--- src/adcc_params.svh ---
// Constants for the converter control block: offsets, fields, reset values, timing.
`ifndef ADCC_PARAMS_SVH
`define ADCC_PARAMS_SVH
// Register indices; byte address is four times the index.
`define ADCC_IDX_RESULT_HIGH 10'h09c
`define ADCC_IDX_RESULT_LOW 10'h09d
`define ADCC_IDX_CONTROL_ZERO 10'h09e
`define ADCC_IDX_CONFIG 10'h09f
`define ADCC_IDX_IRQ_STATUS 10'h0a0
`define ADCC_IDX_IRQ_ENABLE 10'h0a1
`define ADCC_IDX_IRQ_CLEAR 10'h0a2
// Field positions.
`define ADCC_CFG_JUSTIFY 7
`define ADCC_CFG_REF_HI 6
`define ADCC_CFG_REF_LO 4
`define ADCC_C0_POWER 0
`define ADCC_C0_GO 2
`define ADCC_C0_CHAN_HI 5
`define ADCC_C0_CHAN_LO 3
`define ADCC_C0_CLK_HI 7
`define ADCC_C0_CLK_LO 6
`define ADCC_IE_CONV 0
`define ADCC_IE_PERIPH 1
`define ADCC_IE_GLOBAL 2
// Reset values.
`define ADCC_CONFIG_RESET 8'h00
`define ADCC_CONTROL_RESET 8'h00
`define ADCC_ENABLE_RESET 3'h0
// Conversion timing: index of the last conversion-clock period, and mclk cycles per period.
`define ADCC_CONV_TADS 4'hc
`define ADCC_SAMPLE_TAD 4'h0
`define ADCC_TAD_DIV_0 8'h02
`define ADCC_TAD_DIV_1 8'h08
`define ADCC_TAD_DIV_2 8'h20
`define ADCC_TAD_DIV_3 8'h40
// Result width and trial start value.
`define ADCC_RES_W 12
`define ADCC_SAR_START 12'h800
`define ADCC_BIT_TOP 4'hb
// Bus responses.
`define ADCC_RESP_OKAY 2'h0
`define ADCC_RESP_SLVERR 2'h2
`endif

--- src/adcc_pkg.sv ---
// Types for the converter control block.
`default_nettype none
package adcc_pkg;
    typedef enum logic [0:0] {ADCC_IDLE, ADCC_CONVERT} adcc_state_t;
endpackage : adcc_pkg
`default_nettype wire

--- src/adcc_top.sv ---
// Successive-approximation converter control with an AXI4-Lite register slave.
//
// The AXI4-Lite interface to the registers was decided locally.
`timescale 1ns/10ps
`default_nettype none
`include "adcc_params.svh"
// ============================================================
module adcc_top
    import adcc_pkg::*;
(
    input wire logic mclk, // 100 MHz clock
    input wire logic reset, // synchronous, active high
    input wire logic [11:0] s_axi_awaddr, // write address
    input wire logic s_axi_awvalid, // write address valid
    output logic s_axi_awready, // write address ready
    input wire logic [31:0] s_axi_wdata, // write data
    input wire logic [3:0] s_axi_wstrb, // write strobes
    input wire logic s_axi_wvalid, // write data valid
    output logic s_axi_wready, // write data ready
    output logic [1:0] s_axi_bresp, // write response
    output logic s_axi_bvalid, // write response valid
    input wire logic s_axi_bready, // write response ready
    input wire logic [11:0] s_axi_araddr, // read address
    input wire logic s_axi_arvalid, // read address valid
    output logic s_axi_arready, // read address ready
    output logic [31:0] s_axi_rdata, // read data
    output logic [1:0] s_axi_rresp, // read response
    output logic s_axi_rvalid, // read data valid
    input wire logic s_axi_rready, // read data ready
    input wire logic comp_in, // comparator: input at or above trial level
    output logic [11:0] trial_code, // trial code to the analog stage
    output logic sample_hold, // high while the input is sampled
    output logic converter_power_on, // analog power enable
    output logic [2:0] channel_select, // analog input channel
    output logic [2:0] reference_select, // reference pair select
    output logic irq // conversion-done interrupt request
);
    // ============================================================
    // Register bus
    logic [11:0] aw_addr;
    logic [7:0] w_byte;
    logic w_lane0;
    logic aw_full;
    logic w_full;
    logic next_aw_full;
    logic next_w_full;
    logic do_write;
    logic [9:0] wr_idx;
    logic wr_ok;

    function automatic logic mapped(input logic [9:0] idx);
        mapped = (idx >= `ADCC_IDX_RESULT_HIGH) && (idx <= `ADCC_IDX_IRQ_CLEAR);
    endfunction : mapped

    assign do_write = aw_full && w_full && !s_axi_bvalid;
    assign wr_idx = aw_addr[11:2];
    assign wr_ok = do_write && w_lane0 && mapped(wr_idx);

    always_comb
    begin
        next_aw_full = aw_full;
        next_w_full = w_full;
        if (s_axi_awvalid && s_axi_awready)
            next_aw_full = 1'b1;
        if (s_axi_wvalid && s_axi_wready)
            next_w_full = 1'b1;
        if (do_write)
        begin
            next_aw_full = 1'b0;
            next_w_full = 1'b0;
        end
    end

    always_ff @(posedge mclk)
    begin
        if (reset)
        begin
            aw_full <= 1'b0;
            w_full <= 1'b0;
            s_axi_awready <= 1'b0;
            s_axi_wready <= 1'b0;
        end
        else
        begin
            aw_full <= next_aw_full;
            w_full <= next_w_full;
            s_axi_awready <= !next_aw_full;
            s_axi_wready <= !next_w_full;
        end
    end

    always_ff @(posedge mclk)
    begin
        if (s_axi_awvalid && s_axi_awready)
            aw_addr <= s_axi_awaddr;
        if (s_axi_wvalid && s_axi_wready)
        begin
            w_byte <= s_axi_wdata[7:0];
            w_lane0 <= s_axi_wstrb[0];
        end
    end

    always_ff @(posedge mclk)
    begin
        if (reset)
        begin
            s_axi_bvalid <= 1'b0;
            s_axi_bresp <= `ADCC_RESP_OKAY;
        end
        else if (do_write)
        begin
            s_axi_bvalid <= 1'b1;
            s_axi_bresp <= mapped(wr_idx) ? `ADCC_RESP_OKAY : `ADCC_RESP_SLVERR;
        end
        else if (s_axi_bready)
            s_axi_bvalid <= 1'b0;
    end

    // ============================================================
    // Registers
    logic [7:0] config_reg;
    logic [1:0] clk_sel;
    logic go_done;
    logic done_flag;
    logic [2:0] irq_enable;
    logic [7:0] result_high;
    logic [7:0] result_low;
    logic wr_config;
    logic wr_control;
    logic start;
    logic abort;
    logic finish;
    adcc_state_t state;
    localparam logic [7:0] control_reset = `ADCC_CONTROL_RESET;
    localparam logic [7:0] config_reset = `ADCC_CONFIG_RESET;

    assign wr_config = wr_ok && (wr_idx == `ADCC_IDX_CONFIG);
    assign wr_control = wr_ok && (wr_idx == `ADCC_IDX_CONTROL_ZERO);
    // Power must already be on from an earlier write for a start to take.
    assign start = wr_control && w_byte[`ADCC_C0_GO] && converter_power_on
        && w_byte[`ADCC_C0_POWER] && (state == ADCC_IDLE);
    assign abort = (state == ADCC_CONVERT) && wr_control
        && (!w_byte[`ADCC_C0_GO] || !w_byte[`ADCC_C0_POWER]);

    always_ff @(posedge mclk)
    begin
        if (reset)
            config_reg <= `ADCC_CONFIG_RESET;
        else if (wr_config)
            config_reg <= w_byte;
    end

    always_ff @(posedge mclk)
    begin
        if (reset)
        begin
            converter_power_on <= control_reset[`ADCC_C0_POWER];
            channel_select <= control_reset[`ADCC_C0_CHAN_HI:`ADCC_C0_CHAN_LO];
            clk_sel <= control_reset[`ADCC_C0_CLK_HI:`ADCC_C0_CLK_LO];
        end
        else if (wr_control)
        begin
            converter_power_on <= w_byte[`ADCC_C0_POWER];
            channel_select <= w_byte[`ADCC_C0_CHAN_HI:`ADCC_C0_CHAN_LO];
            clk_sel <= w_byte[`ADCC_C0_CLK_HI:`ADCC_C0_CLK_LO];
        end
    end

    always_ff @(posedge mclk)
    begin
        if (reset)
            reference_select <= config_reset[`ADCC_CFG_REF_HI:`ADCC_CFG_REF_LO];
        else
            reference_select <= config_reg[`ADCC_CFG_REF_HI:`ADCC_CFG_REF_LO];
    end

    always_ff @(posedge mclk)
    begin
        if (reset)
            go_done <= 1'b0;
        else if (start)
            go_done <= 1'b1;
        else if (finish || abort)
            go_done <= 1'b0;
    end

    // ============================================================
    // Conversion sequencer
    logic comp_meta;
    logic comp_sync;
    logic [7:0] tad_len;
    logic [7:0] div_cnt;
    logic [3:0] tad_cnt;
    logic [3:0] bit_idx;
    logic tad_end;

    always_ff @(posedge mclk)
    begin
        comp_meta <= comp_in;
        comp_sync <= comp_meta;
    end

    always_comb
    begin
        case (clk_sel)
            2'h0: tad_len = `ADCC_TAD_DIV_0;
            2'h1: tad_len = `ADCC_TAD_DIV_1;
            2'h2: tad_len = `ADCC_TAD_DIV_2;
            default: tad_len = `ADCC_TAD_DIV_3;
        endcase
    end

    assign tad_end = (state == ADCC_CONVERT) && (div_cnt == tad_len - 8'h01);
    assign finish = tad_end && (tad_cnt == `ADCC_CONV_TADS) && !abort;

    always_ff @(posedge mclk)
    begin
        if (reset)
        begin
            state <= ADCC_IDLE;
            div_cnt <= 8'h00;
            tad_cnt <= 4'h0;
            bit_idx <= `ADCC_BIT_TOP;
            trial_code <= 12'h000;
            sample_hold <= 1'b0;
        end
        else
        begin
            case (state)
                ADCC_IDLE:
                begin
                    if (start)
                    begin
                        state <= ADCC_CONVERT;
                        div_cnt <= 8'h00;
                        tad_cnt <= `ADCC_SAMPLE_TAD;
                        bit_idx <= `ADCC_BIT_TOP;
                        trial_code <= `ADCC_SAR_START;
                        sample_hold <= 1'b1;
                    end
                end
                default:
                begin
                    if (abort || finish)
                    begin
                        state <= ADCC_IDLE;
                        sample_hold <= 1'b0;
                    end
                    else if (tad_end)
                    begin
                        div_cnt <= 8'h00;
                        tad_cnt <= tad_cnt + 4'h1;
                        sample_hold <= 1'b0;
                        // One result bit is resolved at the end of each period after sampling.
                        if (tad_cnt != `ADCC_SAMPLE_TAD)
                        begin
                            if (!comp_sync)
                                trial_code[bit_idx] <= 1'b0;
                            if (bit_idx != 4'h0)
                            begin
                                trial_code[bit_idx - 4'h1] <= 1'b1;
                                bit_idx <= bit_idx - 4'h1;
                            end
                        end
                    end
                    else
                        div_cnt <= div_cnt + 8'h01;
                end
            endcase
        end
    end

    // ============================================================
    // Result registers
    logic [11:0] final_code;

    always_comb
    begin
        final_code = trial_code;
        if (!comp_sync)
            final_code[0] = 1'b0;
    end

    // No reset branch: the result pair keeps its contents across any reset.
    // A reset edge also blocks a load, so a conversion cut by reset leaves no result.
    always_ff @(posedge mclk)
    begin
        if (!reset && (finish || abort))
        begin
            if (config_reg[`ADCC_CFG_JUSTIFY])
            begin
                result_high <= {4'h0, (finish ? final_code[11:8] : trial_code[11:8])};
                result_low <= finish ? final_code[7:0] : trial_code[7:0];
            end
            else
            begin
                result_high <= finish ? final_code[11:4] : trial_code[11:4];
                result_low <= {(finish ? final_code[3:0] : trial_code[3:0]), 4'h0};
            end
        end
    end

    // ============================================================
    // Interrupt
    logic clr_done;

    assign clr_done = wr_ok && (wr_idx == `ADCC_IDX_IRQ_CLEAR) && w_byte[0];

    always_ff @(posedge mclk)
    begin
        if (reset)
            done_flag <= 1'b0;
        else if (finish)
            done_flag <= 1'b1;
        else if (clr_done)
            done_flag <= 1'b0;
    end

    always_ff @(posedge mclk)
    begin
        if (reset)
            irq_enable <= `ADCC_ENABLE_RESET;
        else if (wr_ok && (wr_idx == `ADCC_IDX_IRQ_ENABLE))
            irq_enable <= w_byte[2:0];
    end

    always_ff @(posedge mclk)
    begin
        if (reset)
            irq <= 1'b0;
        else
            irq <= done_flag && (&irq_enable);
    end

    // ============================================================
    // Read channel
    logic [7:0] rd_byte;
    logic [9:0] rd_idx;

    assign rd_idx = s_axi_araddr[11:2];

    always_comb
    begin
        rd_byte = 8'h00;
        if (rd_idx == `ADCC_IDX_RESULT_HIGH)
            rd_byte = result_high;
        else if (rd_idx == `ADCC_IDX_RESULT_LOW)
            rd_byte = result_low;
        else if (rd_idx == `ADCC_IDX_CONTROL_ZERO)
            rd_byte = {clk_sel, channel_select, go_done, 1'b0, converter_power_on};
        else if (rd_idx == `ADCC_IDX_CONFIG)
            rd_byte = config_reg;
        else if (rd_idx == `ADCC_IDX_IRQ_STATUS)
            rd_byte = {7'h00, done_flag};
        else if (rd_idx == `ADCC_IDX_IRQ_ENABLE)
            rd_byte = {5'h00, irq_enable};
    end

    always_ff @(posedge mclk)
    begin
        if (reset)
        begin
            s_axi_arready <= 1'b0;
            s_axi_rvalid <= 1'b0;
            s_axi_rdata <= 32'h0000_0000;
            s_axi_rresp <= `ADCC_RESP_OKAY;
        end
        else if (s_axi_arvalid && s_axi_arready)
        begin
            s_axi_arready <= 1'b0;
            s_axi_rvalid <= 1'b1;
            s_axi_rdata <= {24'h00_0000, rd_byte};
            s_axi_rresp <= mapped(rd_idx) ? `ADCC_RESP_OKAY : `ADCC_RESP_SLVERR;
        end
        else if (s_axi_rvalid)
        begin
            if (s_axi_rready)
            begin
                s_axi_rvalid <= 1'b0;
                s_axi_arready <= 1'b1;
            end
        end
        else
            s_axi_arready <= 1'b1;
    end
endmodule : adcc_top
`default_nettype wire

--- config.mk ---
export PLATFORM = sky130hd
export DESIGN_NAME = adcc_top
export DESIGN_NICKNAME = d
export VERILOG_FILES = /design/src/adcc_pkg.sv /design/src/adcc_top.sv
export VERILOG_INCLUDE_DIRS = /design/src
export SDC_FILE = /design/constraint.sdc
export NUM_CORES = 1
export LEC_CHECK = 0
export BUFFER_PORTS_ARGS = -buffer_cell sky130_fd_sc_hd__buf_2
export CAP_MARGIN = 0
export CORE_UTILIZATION = 48
export DETAILED_ROUTE_END_ITERATION = 12
export HOLD_SLACK_MARGIN = 0.02
export PLACE_DENSITY = 0.73
export SLEW_MARGIN = 5
export SYNTH_ARGS = -nofsm -noshare
export SYNTH_HDL_FRONTEND = slang
export SYNTH_SLANG_ARGS = --single-unit
--- constraint.sdc ---
create_clock -name mclk -period 5.4 [get_ports mclk]
set_input_delay 0.27 -clock mclk [delete_from_list [all_inputs] [get_ports mclk]]
set_output_delay 0.27 -clock mclk [all_outputs]
set_load 0.01 [all_outputs]
==> results.md, run 1 <==
* Area leader, netlist: dfxtp_1
* Biggest register: trial_code
* Initial DRC Count at 208
* Relative slew slack at 20.1%
* Gpl congestion at 0.898
* Worst Hold End: aw_addr[8]
* Pre-Repair DR Iteration Count at 5
* Min Tclk post-route at 3070 ps
* Yosys top cell area share at 28.3%
* Syn Inst Count at 514
* Initial antenna violation count at 0
* Simple-Gate Fraction of Synth Area at 20.7%
* Pwr per Cell Area at 244 nW/um2
* Overall power at around 1.4 mW
* # setup viols final at 0
* Status: complete, no violations
* Number of global-route vias before repair at between 3000 and 4000
* Worst skew pair latency at between 300 and 400 ps
* Largest net degree at the start of global routing at 67
* Synth Area in Compound Gates at between 10% and 20%
* Synthesis-stage register bit count at between 100 and 150
* Setup tns final at 0 ps
* Gr ovfl total at 0
* Count leader, synth: dfxtp_1
* Reg-to-reg critical path endpoint: result_low[0]
* Die X at about 100 um
* Worst hold slack at around 65 ps
* Switching Power at about 330 uW
* Post-DRT Antenna Nets at 0
* First-pass GRT wire length at roughly 17000 um
* RSZ-0062 raised after global routing: false
* Xor-xnor portion of the synthesized cell area at less than 1%
* Largest cells by area after synthesis: dfxtp_1 28%, edfxtp_1 21%, nor2_1 4.3%
* Total CTS buffers at 9
* Area Overhead vs Synth at 10.4%
* Deepest clock path buffer count at 2
* Synth Area in Adders at 2.46%
* Nets at between 600 and 700
* Clock-pin slew on the worst setup and hold paths at ~100 ps
* PostCTS Resize Cnt at 0
* Critical path required time at roughly 5400 ps
* FP Rows at 37
* Reg2reg start: clk_sel[1]
* Share of cells above drive strength 1 at between 20 and 25%
* Via density per instance at between 5 and 6
* Reg power frac at between 60% and 70%
* Max FFs per register at 12
* Via count at a little under 4000
* Hold Vio Cnt, Final at 0
* Avg Inst Size Synth at 9.90 um2
* Worst-margin pin slew at about 1200 ps
* Leak at 2.29 nW
* R2R setup slack at 2330 ps
* IO Port Bufs at 72
* Antenna cells at 0
* Max-cap violation count at 0
* Post-synth EDFFs at 35
* Unique masters post-synth at 66
* Seq/Total Area, Yosys at 49.0%
* Internal at ~1.0 mW
* Worst hold path type: in2reg
* Die Y at 105 um
* Clock Sinks at between 100 and 150
* Logic pwr share at under 10%
* Final Util at a little over half
* Final WL at 10400 um
* Total Routing Usage GR at just under 20%
* Slew Viols, Final at 0
* Asr flop ratio synth at 0%
* R2R depth at 7
* YS warnings at 0
* Clk_skew at 12.1 ps
* Largest family of logic cells by synthesized area: simple AND/OR/NAND/NOR gates
* CP startpoint kind: register
* CP Data Arrival Time at between 3000 and 4000 ps
* Multiplexer area fraction after synthesis at around 7.4%
* CTS root buf: clkbuf_8
* Largest regs: trial_code (12), aw_addr (10)
* Switch share at between 20% and 30%
* Fin crit share at 56.9%
* Residual DRC at 0
* Std-Cell Core Area at just over 10000 um2
* CTS tree: yes
* Initial core utilization at 49.3%
* CP Class: reg2reg
* Main synth FF type: dfxtp_1
* Maximum clock rate at ~330 MHz
* Die ar. at between 10000 and 15000 um2
* Min-delay src: s_axi_awaddr[8]
* Cell Area, Synth at between 5000 and 6000 um2
* Htree depth at 3
* Setup crit end kind: register
* Clock network fraction of total power at between 30% and 40%
* Ports at 130
* Top cells by count, synth: 72 x dfxtp_1, 58 x nor2_1, 41 x nand2_1, 35 x edfxtp_1, 31 x a21oi_1
* Hold path depth at 1
* WL per Instance at 14.4 um
* VDD IR max at roughly 0.00015 V
* Worst-path maximum fanout at 16
* Dpl hpwl at about 7700 um
[per-stage QoR]
stage / cell area, um2 / setup slack [ps] / instances
floorplan: 5180 / 2710 / 539
global placement: 5430 / 2350 / 700
detailed placement: 5430 / 2290 / 700
CTS: 5620 / 2280 / 717
global route: 5620 / 2060 / 717
finish: 5620 / 2330 / 717
[kinds of logic after synthesis]
family                   count (synthesis)
AND/OR/NAND/NOR                        196
flip-flops                             107
other                                    1
buffers and inverters                   60
adder cells (fa/ha/maj)                 10
XOR/XNOR                                 4
multiplexers                            30
AO/OA/AOI/OAI                          106
[cell usage in the layout (no fill, tap or decap), types with 5 or more instances in the layout]
| cell | n |
|---|---|
| nand2b_1 | 8 |
| nand4_1 | 5 |
| nand2_1 | 41 |
| nand3_1 | 14 |
| nor2_1 | 58 |
| clkbuf_8 | 9 |
| mux4_2 | 5 |
| conb_1 | 26 |
| or3_1 | 6 |
| nor3_1 | 11 |
| nor2b_1 | 11 |
| mux2_2 | 9 |
| ha_1 | 10 |
| edfxtp_1 | 35 |
| buf_2 | 72 |
| dfxtp_1 | 72 |
| a22oi_1 | 6 |
| a21oi_1 | 31 |
| o21ai_0 | 27 |
| and2_1 | 10 |
| mux2i_1 | 16 |
| inv_1 | 12 |
| a211oi_1 | 7 |
[worst max path at each step]
stage	startpoint	end	slack, ps	cells past startpoint
after floorplan	clk_sel[1]	result_high[0]	2710	7
after global placement	clk_sel[1]	result_high[5]	2350	7
after detailed placement	clk_sel[1]	result_high[1]	2290	7
after CTS	clk_sel[1]	result_low[0]	2280	7
after global routing	clk_sel[1]	result_low[3]	2060	7
final	clk_sel[1]	result_low[0]	2330	7
[power groups by stage]
| stage | logic (mW) | clock network (mW) | registers, mW |
|---|---|---|---|
| floorplan | 0.0548 | 0 | 0.869 |
| global placement | 0.0657 | 0 | 0.868 |
| detailed placement | 0.0675 | 0 | 0.869 |
| CTS | 0.0681 | 0.461 | 0.851 |
| global route | 0.0756 | 0.494 | 0.852 |
| finish | 0.0676 | 0.451 | 0.850 |
[metal layers]
layer	up-vias	GRT usage, %	routed length (um)
met1	1823	23.9	4550
met2	134	32.8	5020
met3	15	3.43	544
li1	1913	-	-
met5	-	0	0
met4	0	8.75	246
[worst max-delay path, cell delays in order, from the launching register on]
cell and delay [ps]:
dfxtp_1 380, or2_2 320, ha_1 300, xnor2_1 140, nor3_2 250, o211ai_1 160
o21a_1 250, nor2_1 900
[cell type report]
type	count	area (um2)
Clock buffer	11	131
Clock inverter	5	45.0
Fill cell	931	4710
Inverter	12	45.0
Multi-Input combinational cell	372	2360
Sequential cell	107	2490
Tap cell	136	170
Timing Repair Buffer	74	378
[repair_timing]
item	in CTS	in global routing
setup buffers	0	0
endpoints found under the hold margin	1	0
hold buffers	1	0
No activity file was read; power rests on OpenSTA's default activity.
==> run 2: changes to the inputs <==
clock period = 3 ns   (was 5.4 ns; I/O delays follow)
==> results.md, run 2 (synthesis gave the netlist of run 1 again) <==
* Clock-pin slew on the worst setup and hold paths at 110 ps (was 100 ps)
* Relative slew slack at 44.7% (was 20.1%)
* Min-delay src: s_axi_rready (was s_axi_awaddr[8])
* Largest regs: trial_code (12), aw_addr (10) (unchanged)
* DR top layer: met4 (unchanged)
* Min Tclk post-route at 2680 ps (was 3070 ps)
* Residual DRC at 0 (unchanged)
* Routed met1 length at 4510 um (was 4550 um)
* Reg2reg start: clk_sel[1] (unchanged)
* Hold Buf Count CTS at 20 (was 1)
* RSZ-0062 raised after global routing: false (unchanged)
* Initial core utilization at 49.3% (unchanged)
* Worst hold path type: in2reg (unchanged)
* Slowest-stage cell, CP: or3b_1 (was nor2_1)
* CP bufs+invs at 0 (unchanged)
* Die ar. at 11000 um2 (unchanged)
* Hold Vio Cnt, Final at 0 (unchanged)
* Ports at 130 (unchanged)
* Setup crit start: clk_sel[1] (unchanged)
* Logic pwr share at 5.4% (was 4.9%)
* Finished Layout Cells at 740 (was 717)
* Biggest register: trial_code (unchanged)
* Via density per instance at 5.38 (was 5.42)
* WL per Instance at 14.4 um (about the same)
* CP startpoint kind: register (unchanged)
* Die X at 105 um (unchanged)
* Max-cap violation count at 0 (unchanged)
* FP Rows at 37 (unchanged)
* CTS tree: yes (unchanged)
* CP peak stage delay at 420 ps (was 900 ps)
* Most frequent cells in the layout: 72 x dfxtp_1, 72 x buf_2, 58 x nor2_1, 41 x nand2_1, 35 x edfxtp_1 (unchanged)
* Htree depth at 3 (unchanged)
* Non-Filler Cell Area, Final at 5890 um2 (was 5620 um2)
* Gr ovfl total at 0 (unchanged)
* Pwr per Cell Area at 445 nW/um2 (was 244 nW/um2)
* Overall power at 2.62 mW (was 1.37 mW)
* Clock network fraction of total power at 36.2% (was 32.9%)
* Internal at 1.99 mW (was 1.04 mW)
* # Post-CTS Setup Buffers at 0 (unchanged)
* Antenna cells at 0 (unchanged)
* Setup crit end kind: register (unchanged)
* Post-DRT Antenna Nets at 0 (unchanged)
* Met2 WL at 5250 um (was 5020 um)
* Maximum clock rate at 373 MHz (was 325 MHz)
* IO Port Bufs at 72 (unchanged)
* CP Class: reg2reg (unchanged)
* Deepest clock path buffer count at 2 (unchanged)
* Worst skew pair latency at 370 ps (about the same)
* VDD IR max at 0.000253 V (was 0.000149 V)
* Leak at 2.42 nW (was 2.29 nW)
* Slew Viols, Final at 0 (unchanged)
* Fillers at 894 (was 931)
* Gpl congestion at 0.888 (was 0.898)
* # setup viols final at 0 (unchanged)
* Critical path required time at 3320 ps (was 5390 ps)
* Clk_skew at 11.2 ps (was 12.1 ps)
* Max FFs per register at 12 (unchanged)
* Total CTS buffers at 9 (unchanged)
* Area Overhead vs Synth at 15.8% (was 10.4%)
* Largest net degree at the start of global routing at 37 (was 67)
* CP delay by family, top: simple AND/OR/NAND/NOR gates (unchanged)
* Worst-path maximum fanout at 8 (was 16)
* Total Routing Usage GR at 20.1% (was 19.3%)
* Via count at 3982 (was 3885)
* Switching Power at 628 uW (was 327 uW)
* Status: complete, no violations (unchanged)
* Final WL at 10600 um (was 10400 um)
* Dpl hpwl at 7780 um (was 7680 um)
* Switch share at 24.0% (was 23.9%)
* Std-Cell Core Area at 10300 um2 (unchanged)
* Worst-margin pin slew at 818 ps (was 1190 ps)
* Share of cells above drive strength 1 at 20.4% (was 20.1%)
* Post-Place Cell Area at 5460 um2 (was 5430 um2)
* Die Y at 105 um (unchanged)
* Fin crit share at 89.4% (was 56.9%)
* PostCTS Resize Cnt at 0 (unchanged)
* Clock Sinks at 107 (unchanged)
* Routed wl met3 at 644 um (was 544 um)
* Setup tns final at 0 ps (unchanged)
* Initial antenna violation count at 0 (unchanged)
* Reg power frac at 58.4% (was 62.1%)
* Post-Place Cells at 704 (was 700)
* CP Data Arrival Time at 3000 ps (was 3060 ps)
* Number of global-route vias before repair at 3684 (was 3590)
* Pre-Repair DR Iteration Count at 5 (unchanged)
* First-pass GRT wire length at 17500 um (was 16900 um)
* Nets at 677 (was 654)
* Initial DRC Count at 267 (was 208)
* CTS root buf: clkbuf_8 (unchanged)
* CP Cell Sequence: or2_2 -> ha_1 -> xnor2_1 -> nor3_2 -> o211ai_1 -> or3b_1 -> nor3_1 -> a31o_2 (was or2_2 -> ha_1 -> xnor2_1 -> nor3_2 -> o211ai_1 -> o21a_1 -> nor2_1)
==> run 2: changes by cell type in the layout (fill, tap and decap cells not counted), sizes merged <==
cell / previous run / this run
buf: 73 / 77
bufinv: 0 / 1
clkbuf: 11 / 9
clkinv: 2 / 3
clkinvlp: 1 / 0
dlygate4sd3: 1 / 20
inv: 14 / 15
==> run 2: path summary, 6_finish.rpt <==
path                                      to  slack, ps  depth (start not counted)
worst min-delay path            s_axi_rvalid         70                          3
worst max-delay path              bit_idx[2]        320                          8
worst max register to register    bit_idx[2]        320                          8
worst min register to register     comp_sync        340                          0
==> run 2: cell type report <==
| type | count | area (um2) | share of cell area [%] |
|---|---|---|---|
| multi-input cells | 372 | 2360 | 40.0 |
| clock inverters | 7 | 105 | 1.78 |
| repair buffers | 97 | 598 | 10.2 |
| clock buffers | 9 | 124 | 2.10 |
| inverters | 12 | 45.0 | 0.765 |
| well taps | 136 | 170 | 2.89 |
| flip-flops and latches | 107 | 2490 | 42.3 |
==> run 2: through the flow <==
step / setup WS, ps / utilization, % / hold slack, ps
5_1_grt: 102 / 57.1 / 69.2
3_3_place_gp: 398 / 52.9 / 254
2_1_floorplan: 307 / - / 178
4_1_cts: 332 / 57.1 / 49.7
6_report: 319 / 57.1 / 68.1
3_5_place_dp: 363 / 52.9 / 254
==> run 2: worst register-to-register path, stage by stage (launching register included) <==
cell and delay [ps]:
dfxtp_1 390, or2_2 320, ha_1 300, xnor2_1 140
nor3_2 260, o211ai_1 160, or3b_1 420, nor3_1 420
a31o_2 220
==> run 2: power by group through the flow <==
stage          Combinational [mW]  Sequential (mW)  Clock [mW]
3_3_place_gp                0.119             1.56           0
5_1_grt                     0.157             1.53        1.03
6_report                    0.143             1.53       0.948
4_1_cts                     0.142             1.53       0.975
3_5_place_dp                0.122             1.56           0
2_1_floorplan              0.0986             1.56           0
==> run 2: metal layers <==
| metal | vias up | track usage (%) |
|---|---|---|
| met5 | - | 0 |
| met4 | 0 | 7.65 |
| met3 | 16 | 5.18 |
| met2 | 138 | 34.5 |
| met1 | 1855 | 24.1 |
| li1 | 1973 | - |
